<file path="config.mk">
export PLATFORM = sky130hd
export DESIGN_NAME = frs_bank
export DESIGN_NICKNAME = d
export VERILOG_FILES = /design/src/rtl/frs_pkg.sv /design/src/rtl/frs_bank.sv
export VERILOG_INCLUDE_DIRS = /design/src /design/src/rtl
export SDC_FILE = /design/constraint.sdc
export NUM_CORES = 1
export LEC_CHECK = 0
export BUFFER_PORTS_ARGS = -buffer_cell sky130_fd_sc_hd__buf_2
export CORE_MARGIN = 10
export CORE_UTILIZATION = 39
export DETAILED_ROUTE_END_ITERATION = 8
export PLACE_DENSITY = 0.69
export SLEW_MARGIN = 10
export SYNTH_ARGS = -nofsm -noshare
export SYNTH_HDL_FRONTEND = slang
export SYNTH_SLANG_ARGS = --single-unit
</file>
<file path="constraint.sdc">
create_clock -name clk_i -period 1.4 [get_ports clk_i]
set_input_delay 0.21 -clock clk_i [delete_from_list [all_inputs] [get_ports clk_i]]
set_output_delay 0.21 -clock clk_i [all_outputs]
set_load 0.03 [all_outputs]
</file>
<file path="src/rtl/frs_defines.svh">
// Offsets, field positions, reset values and masks of the fault bookkeeping bank
// Notes on behaviour
// - A restore write copies the written 32-bit word into the fault status register.
// - During a restore write the stall flag position is ignored and the flag kept.
// - Only a resume register write clears the stall flag, never a restore write.
// - Restore register is 32-bit write-only; reads return zero.
// - Syndrome register is 32-bit read-write; software must not trust its reset value.
// - Nested translation: syndrome bits 23:16 capture the first-stage bank index.
// - Stage-2-only fault: first-stage bank index field holds an uninterpretable value.
// - Index field exists only in stage-2 format banks; otherwise reads unknown.
// - Index field valid only with nested support flag 1; else unknown, writes ignored.
// - Syndrome bit 11: 0 synchronous recording, 1 asynchronous recording.
// - Syndrome bit 10 is 1 for a table walk fault, else 0.
// - Syndrome bit 8 records security: 0 secure, 1 non-secure.
// - Secure bank: bit 8 after security override; non-secure bank: bit reserved.
// - Syndrome bit 6 is 0 for a data access.
// - Bit 6 is 1 for instruction access, after fetch type override.
// - Ordinary status writes clear bits written 1, except the stall flag; zeros leave bits unchanged.
`ifndef FRS_DEFINES_SVH
`define FRS_DEFINES_SVH

`define FRS_ADDR_W 5
`define FRS_OFF_STATUS 5'h00
`define FRS_OFF_RESTORE 5'h04
`define FRS_OFF_SYNDROME 5'h08
`define FRS_OFF_RESUME 5'h0C
`define FRS_OFF_CONFIG 5'h10
`define FRS_OFF_IRQ_STATUS 5'h14
`define FRS_OFF_IRQ_MASK 5'h18

`define FRS_STALL_BIT 30
`define FRS_STATUS_RST 32'h00000000

`define FRS_SYN_IDX_LSB 16
`define FRS_SYN_IDX_MSB 23
`define FRS_SYN_ASYNC_BIT 11
`define FRS_SYN_WALK_BIT 10
`define FRS_SYN_NS_BIT 8
`define FRS_SYN_FETCH_BIT 6
`define FRS_SYN_IDX_MASK 32'h00FF0000
`define FRS_SYN_NS_MASK 32'h00000100
`define FRS_SYN_RW_MASK 32'h00FF0D7F
`define FRS_SYN_RST 32'h00000000

`define FRS_CFG_NESTED_BIT 0
`define FRS_CFG_STAGE2_BIT 1
`define FRS_CFG_SECURE_BIT 2
`define FRS_CFG_MASK 32'h00000007
`define FRS_CFG_RST 32'h00000000

`define FRS_IRQ_FAULT_BIT 0
`define FRS_IRQ_STALL_BIT 1
`define FRS_IRQ_MASK_BITS 32'h00000003
`define FRS_IRQ_RST 32'h00000000

`endif

</file>
<file path="src/rtl/frs_pkg.sv">
// Types of the fault bookkeeping bank
package frs_pkg;

    // Override of a transaction attribute as configured per stream
    typedef enum logic [1:0] {
        FRS_OVR_NONE = 2'h0,
        FRS_OVR_RSVD = 2'h1,
        FRS_OVR_ZERO = 2'h2,
        FRS_OVR_ONE = 2'h3
    } frs_ovr_t;

    // One fault report from the translation engine, valid for one cycle
    typedef struct packed {
        logic valid;
        logic [31:0] status_set;
        logic stall;
        logic async_rec;
        logic walk_fault;
        logic nonsecure;
        logic fetch;
        logic stage2_only;
        logic [7:0] first_index;
        frs_ovr_t security_override_cfg;
        frs_ovr_t fetch_type_override;
    } frs_fault_t;

    typedef struct packed {
        logic [31:0] status;
        logic [31:0] syndrome;
        logic [31:0] config_w;
        logic [31:0] irq_status;
        logic [31:0] irq_mask;
        logic ack;
        logic [31:0] rdata;
    } frs_state_t;

endpackage

</file>
<file path="src/rtl/frs_bank.sv">
// Fault status, restore and first syndrome registers behind a Wishbone slave
`timescale 1ns/1ps
`include "frs_defines.svh"

module frs_bank import frs_pkg::*; (
    input wire logic clk_i,
    input wire logic rst_i,
    input wire logic wb_cyc_i,
    input wire logic wb_stb_i,
    input wire logic wb_we_i,
    input wire logic [`FRS_ADDR_W-1:0] wb_adr_i,
    input wire logic [3:0] wb_sel_i,
    input wire logic [31:0] wb_dat_i,
    output logic [31:0] wb_dat_o,
    output logic wb_ack_o,
    input wire frs_fault_t fault_i,
    output logic stall_o,
    output logic irq_o
);

    frs_state_t st_r;
    frs_state_t st_nxt;

    // Applies a per-stream override to one attribute bit
    function automatic logic frs_apply(input frs_ovr_t ovr, input logic raw);
        logic res;
        res = raw;
        case (ovr)
            FRS_OVR_ZERO: res = 1'b0;
            FRS_OVR_ONE: res = 1'b1;
            default: res = raw;
        endcase
        return res;
    endfunction

    logic req;
    logic wr;
    logic [31:0] bmask;
    logic [31:0] wval;
    logic [31:0] syn_wmask;
    logic [31:0] fault_syn;
    logic nested_ok;
    logic secure_bank;
    logic [31:0] stall_m;
    logic [31:0] ev;

    assign stall_m = 32'h00000001 << `FRS_STALL_BIT;

    always_comb begin
        st_nxt = st_r;
        req = wb_cyc_i & wb_stb_i & ~st_r.ack;
        wr = req & wb_we_i;
        bmask = {{8{wb_sel_i[3]}}, {8{wb_sel_i[2]}}, {8{wb_sel_i[1]}}, {8{wb_sel_i[0]}}};
        wval = wb_dat_i & bmask;
        nested_ok = st_r.config_w[`FRS_CFG_NESTED_BIT] & st_r.config_w[`FRS_CFG_STAGE2_BIT];
        secure_bank = st_r.config_w[`FRS_CFG_SECURE_BIT];
        // Index only writable where it exists; ns bit reserved in non-secure banks
        syn_wmask = `FRS_SYN_RW_MASK;
        if (!nested_ok) begin
            syn_wmask = syn_wmask & ~`FRS_SYN_IDX_MASK;
        end
        if (!secure_bank) begin
            syn_wmask = syn_wmask & ~`FRS_SYN_NS_MASK;
        end
        fault_syn = 32'h00000000;
        if (nested_ok && !fault_i.stage2_only) begin
            // Stage-2-only index means nothing, so zero is stored rather than a stray value
            fault_syn[`FRS_SYN_IDX_MSB:`FRS_SYN_IDX_LSB] = fault_i.first_index;
        end
        fault_syn[`FRS_SYN_ASYNC_BIT] = fault_i.async_rec;
        fault_syn[`FRS_SYN_WALK_BIT] = fault_i.walk_fault;
        fault_syn[`FRS_SYN_NS_BIT] = secure_bank &
            frs_apply(fault_i.security_override_cfg, fault_i.nonsecure);
        fault_syn[`FRS_SYN_FETCH_BIT] =
            frs_apply(fault_i.fetch_type_override, fault_i.fetch);
        ev = 32'h00000000;
        st_nxt.ack = req;
        st_nxt.rdata = 32'h00000000;
        if (req && !wb_we_i) begin
            case (wb_adr_i)
                `FRS_OFF_STATUS: st_nxt.rdata = st_r.status;
                `FRS_OFF_SYNDROME: st_nxt.rdata = st_r.syndrome & syn_wmask;
                `FRS_OFF_CONFIG: st_nxt.rdata = st_r.config_w;
                `FRS_OFF_IRQ_STATUS: st_nxt.rdata = st_r.irq_status;
                `FRS_OFF_IRQ_MASK: st_nxt.rdata = st_r.irq_mask;
                default: st_nxt.rdata = 32'h00000000;
            endcase
        end
        if (wr) begin
            case (wb_adr_i)
                `FRS_OFF_STATUS: begin
                    st_nxt.status = st_r.status & ~wval;
                    st_nxt.status[`FRS_STALL_BIT] = st_r.status[`FRS_STALL_BIT];
                end
                `FRS_OFF_RESTORE: begin
                    // Byte lanes not selected keep their old status bits
                    st_nxt.status = (st_r.status & ~bmask) | wval;
                    st_nxt.status = (st_nxt.status & ~stall_m) | (st_r.status & stall_m);
                end
                `FRS_OFF_SYNDROME: begin
                    st_nxt.syndrome = (st_r.syndrome & ~(bmask & syn_wmask)) |
                        (wval & syn_wmask);
                end
                `FRS_OFF_RESUME: begin
                    st_nxt.status[`FRS_STALL_BIT] = 1'b0;
                end
                `FRS_OFF_CONFIG: begin
                    st_nxt.config_w = ((st_r.config_w & ~bmask) | wval) & `FRS_CFG_MASK;
                end
                `FRS_OFF_IRQ_STATUS: begin
                    st_nxt.irq_status = st_r.irq_status & ~wval;
                end
                `FRS_OFF_IRQ_MASK: begin
                    st_nxt.irq_mask = ((st_r.irq_mask & ~bmask) | wval) & `FRS_IRQ_MASK_BITS;
                end
                default: begin
                end
            endcase
        end
        // A fault arriving with a clear or restore still lands: set wins
        if (fault_i.valid) begin
            st_nxt.status = st_nxt.status | fault_i.status_set;
            if (fault_i.stall) begin
                st_nxt.status[`FRS_STALL_BIT] = 1'b1;
                ev[`FRS_IRQ_STALL_BIT] = 1'b1;
            end
            st_nxt.syndrome = fault_syn;
            ev[`FRS_IRQ_FAULT_BIT] = 1'b1;
        end
        st_nxt.irq_status = st_nxt.irq_status | ev;
    end

    always_ff @(posedge clk_i) begin
        if (rst_i) begin
            st_r.status <= `FRS_STATUS_RST;
            st_r.syndrome <= `FRS_SYN_RST;
            st_r.config_w <= `FRS_CFG_RST;
            st_r.irq_status <= `FRS_IRQ_RST;
            st_r.irq_mask <= `FRS_IRQ_RST;
            st_r.ack <= 1'b0;
            st_r.rdata <= 32'h00000000;
        end else begin
            st_r <= st_nxt;
        end
    end

    assign wb_ack_o = st_r.ack;
    assign wb_dat_o = st_r.rdata;
    assign stall_o = st_r.status[`FRS_STALL_BIT];
    assign irq_o = |(st_r.irq_status & st_r.irq_mask);

endmodule // frs_bank

</file>
# Word-level counts from Yosys, hierarchy flattened
# Cells that the tools add are included.
word_totals:
  input_bits: 97
  out_inout_bits: 35
  register_bits: 134
  elab_cells: 78
op_classes:
  mux: 18
  bitwise: 28
  reduce_logical: 14
  n_eq_ne: 10
op_table:
  columns: ["op", "count"]
  rows:
  - ["$and 32x32->32", 5]
  - ["$mux 160", 1]
  - ["$pmux 32 s5", 1]
  - ["$and 32x24->32", 3]
  - ["$not 32->32", 3]
  - ["$or 32x32->32", 3]
  - ["$mux 32", 2]
  - ["$mux 64", 1]
  - ["$pmux 30 s2", 1]
  - ["$and 32x2->32", 1]
  - ["$or 32x2->32", 1]
  - ["$or 32x31->32", 1]
  - ["$reduce_or 32->1", 1]
  - ["$mux 24", 1]
  - ["$eq 5x5->1 const B", 3]
  - ["$eq 5x4->1 const B", 2]
  - ["$mux 9", 1]
  - ["$eq 2x2->1 const B", 4]
  - ["$mux 8", 1]
  - ["$pmux 1 s2", 4]
  - ["$reduce_and 2->1", 4]
  - ["$and 1x1->1", 5]
  - ["$eq 5x3->1 const B", 1]
  - ["$logic_not 5->1", 1]
  - ["other kinds (12)", 19]

# Longest topological paths before layout
depth:
  word_depth: 12
  depth_mapped: 6
  depth_no_buf: 4

# Worst setup path after synthesis
# OpenSTA, ideal clock, no wires.
synth_path:
  path_kind: "flip-flop to flip-flop"
  start: "register st_r, in the netlist wb_ack_o"
  end: "register st_r[168] (netlist name)"
  slack_ns: -0.271
  required_time_ns: 1.326
  t_arrival_ns: 1.597
  path_stages_with_launch: 7
  setup_ns: 0.074
  n_path_buf: 2
  synth_period_minus_slack_ns: 1.671
  cell_sequence: "dfxtp_1 -> and4b_1 -> buf_2 -> a21oi_2 -> clkbuf_1 -> a22oi_1 -> o21ai_0"
synth_between:
  elab_chain_cells: 6
synth_lines:
  columns: ["element", "line", "rtl"]
  rows:
  - ["start, declared", "frs_bank.sv:21", "frs_state_t st_r;"]
  - ["start signal, assigned", "frs_bank.sv:143", "st_r <= st_nxt;"]
  - ["$not 1->1 (*)", "frs_bank.sv:51", "req = wb_cyc_i & wb_stb_i & ~st_r.ack;"]
  - ["$and 1x1->1 (*)", "frs_bank.sv:51", null]
  - ["$and 1x1->1 (*)", "frs_bank.sv:52", "wr = req & wb_we_i;"]
  - ["$mux 160 (*)", "frs_bank.sv:89", "if (wr) begin"]
  - ["$or 32x32->32", "frs_bank.sv:122", "st_nxt.status = st_nxt.status | fault_i.status_set;"]
  - ["$mux 64 (*)", "frs_bank.sv:121", "if (fault_i.valid) begin"]
# Mark *: on every way between the ends. The rest lies on a longest branch, timed or not. The select of a mux whose other input is x is not followed.
# A chain may end at the register's enable or synchronous reset.

# Final worst setup path
layout_path:
  start: "register st_r, in the netlist wb_ack_o"
  end: "register st_r[169] (netlist name)"
# Same word-level chain as after synthesis.

==> results.ini <==
[synthesis]
yosysTopAreaCellShare = 0.455
syn_inst = 572
netlist_top_cells_area = dfxtp_1 (46%), a22oi_1 (12%), o21ai_0 (6.1%)
syn_avg_cell_area_um2 = 9.23
syn-cell-area_mm2 = 0.00528
yosys-top-cells-count = dfxtp_1 (120), a22oi_1 (82), o21ai_0 (64), a21oi_1 (46), nor2_1 (38)
synth_top_area_cell = dfxtp_1
ys_ff_latch = 120
yosysUniqueCellTypes = 50
synthArstFlopShare = 0
ys_seq_area_frac = 0.455
synth_ff_type = dfxtp_1
ys_warn_count = 0
yosysMostFrequentCell = dfxtp_1
synth_fp_nets = 669
synth_edf_count = 0

[final_layout]
final_area_mm2 = 0.00738
antenna-diode-count = 0
areaGrowthSynthToFinish_pct = 39.7
post-route-util = 0.557
nNetsFinal = 820
layout-drive-gt1-share = 0.394

[sta]
tns_ps = -3350
slew-limit-headroom = 0.649
clock_skew_ps = 4.68
max_freq_mhz = 667
slew_violations = 0
hold_viol = 0
worst_pin_slew_ps = 513
setup_viol = 60
min_period_ps = 1500
rsz0062_at_grt = yes
setup_ws_ps = -99.3
period_share = 1.07

[route]
drc_errors = 0
wl_per_cell_um = 19.8
route.vias.total = 5262
drt_iter0_drc = 497
dr.pass1.iters = 8
viasPerCell = 5.77
routed_wl_um = 18000
postRouteAntennaNets = 0

[run]
drv_cap = 0

[power]
leakagePower_uw = 0.00299
power_density_mw_per_mm2 = 1220
peakVddDrop_v = 0.000832

[critical_path]
required_ps = 1700
cp-end-kind = flop
startpoint_type = flop
cp_max_fo = 16
crit_arrival_ps = 1800
path_class = reg2reg

[placement]
place.gp.congestion = 0.927
hpwl_um = 12500
postPlaceCellArea_mm2 = 0.00626
io_buffers = 131

[grt]
antenna_found_initial = 0
grt_first_pass_wirelength_um = 28200
grt_usage = 0.191
grt_pass1_vias = 5412
grt_max_degree = 37
overflow = 0

[run_status]
violations = negative setup slack
status = finished with violations

[clock_network]
cts_sinks = 120
clkSlewWorstSetupHoldPaths_ps = 50
htreeDepth = 4
clock_path_buffers = 2
cts-root-buf = clkbuf_16
clock_latency_ps = 420
cts_tree = yes
cts_made_buffers = 17

[floorplanning]
coreArea_mm2 = 0.0132
io_pins = 132
die_h_um = 136
start_util = 0.399
die_x_um = 136
floorplan.die_area_mm2 = 0.0186
rows = 42

[hold_path]
hold_path.class = in2reg

[path summary, 6_finish.rpt]
kind	depth (start not counted)	endpoint	start	slack [ps]
worst max-delay path	6	st_r[169]	wb_ack_o	-100
worst min-delay path	3	st_r[187]	fault_i[44]	10
worst max register to register	6	st_r[169]	wb_ack_o	-100
worst min register to register	2	st_r[68]	st_r[68]	450
[final cells by class]
class	instances	area, um2
clock buffer	20	468
multi-input combinational	366	2630
inverter	5	18.8
tap	176	220
fill	1163	5870
sequential	120	2410
clock inverter	12	148
timing repair buffer	213	1480
[through the flow]
stage	cells	total power [uW]	setup slack, ps	hold slack [ps]
after detailed placement	857	4400	-244	403
after floorplan	572	4010	-72.2	298
after global placement	857	4370	-204	400
after global routing	912	9310	-168	2.57
final	912	9000	-99.3	13.7
after CTS	909	8980	-91.6	1.11
[sequential cells by signal, indices dropped and copies added, names as in the netlist, named ones only]
name      count
wb_dat_o     32
wb_ack_o      1
st_r         75
stall_o       1
[kinds of logic after synthesis]
kind of cell | count (synthesis) | synth area share
multiplexers | 14 | 0.0270
AO/OA/AOI/OAI | 242 | 0.312
AND/OR/NAND/NOR | 110 | 0.115
buffers and inverters | 86 | 0.0903
flip-flops | 120 | 0.455
[layout by cell type (no fill, tap or decap), drive strengths merged, types with 8 or more instances in the layout]
cell | synthesis | final
a21oi | 47 | 47
a222oi | 14 | 14
a22oi | 82 | 82
buf | 54 | 194
clkbuf | 27 | 21
clkinv | 1 | 8
dfxtp | 120 | 120
dlygate4sd3 | 0 | 18
mux2i | 12 | 12
nand2b | 31 | 31
nor2 | 38 | 38
o21ai | 65 | 65
[power by group]
part	switching, uW	leakage [uW]	internal, uW	total, uW
logic	449	0.00171	423	871
registers	92.8	0.000978	3520	3610
clock network	1580	0.000301	2940	4520
[metal layers]
layer / wire, um / GRT usage
met5: 0 / 0
met4: 380 / 0.0793
met3: 1330 / 0.0565
met2: 9000 / 0.315
met1: 7330 / 0.226
[critical path: stages (launching register included)]
cell and delay, ps:
dfxtp_4 330, and4b_2 360, buf_6 150, a21oi_4 90, buf_12 170, a22oi_1 190
o21ai_1 90
[repair_timing]
item / 4_1_cts / 5_1_grt
hold buffers: 18 / 0
gates resized for setup: 44 / 39
endpoints found under the hold margin: 18 / 0
pin swaps: 18 / 33
setup buffers: 2 / 2
setup endpoints to repair: 70 / 79
gates cloned: 0 / 1
(Power assumes the default switching activity.)
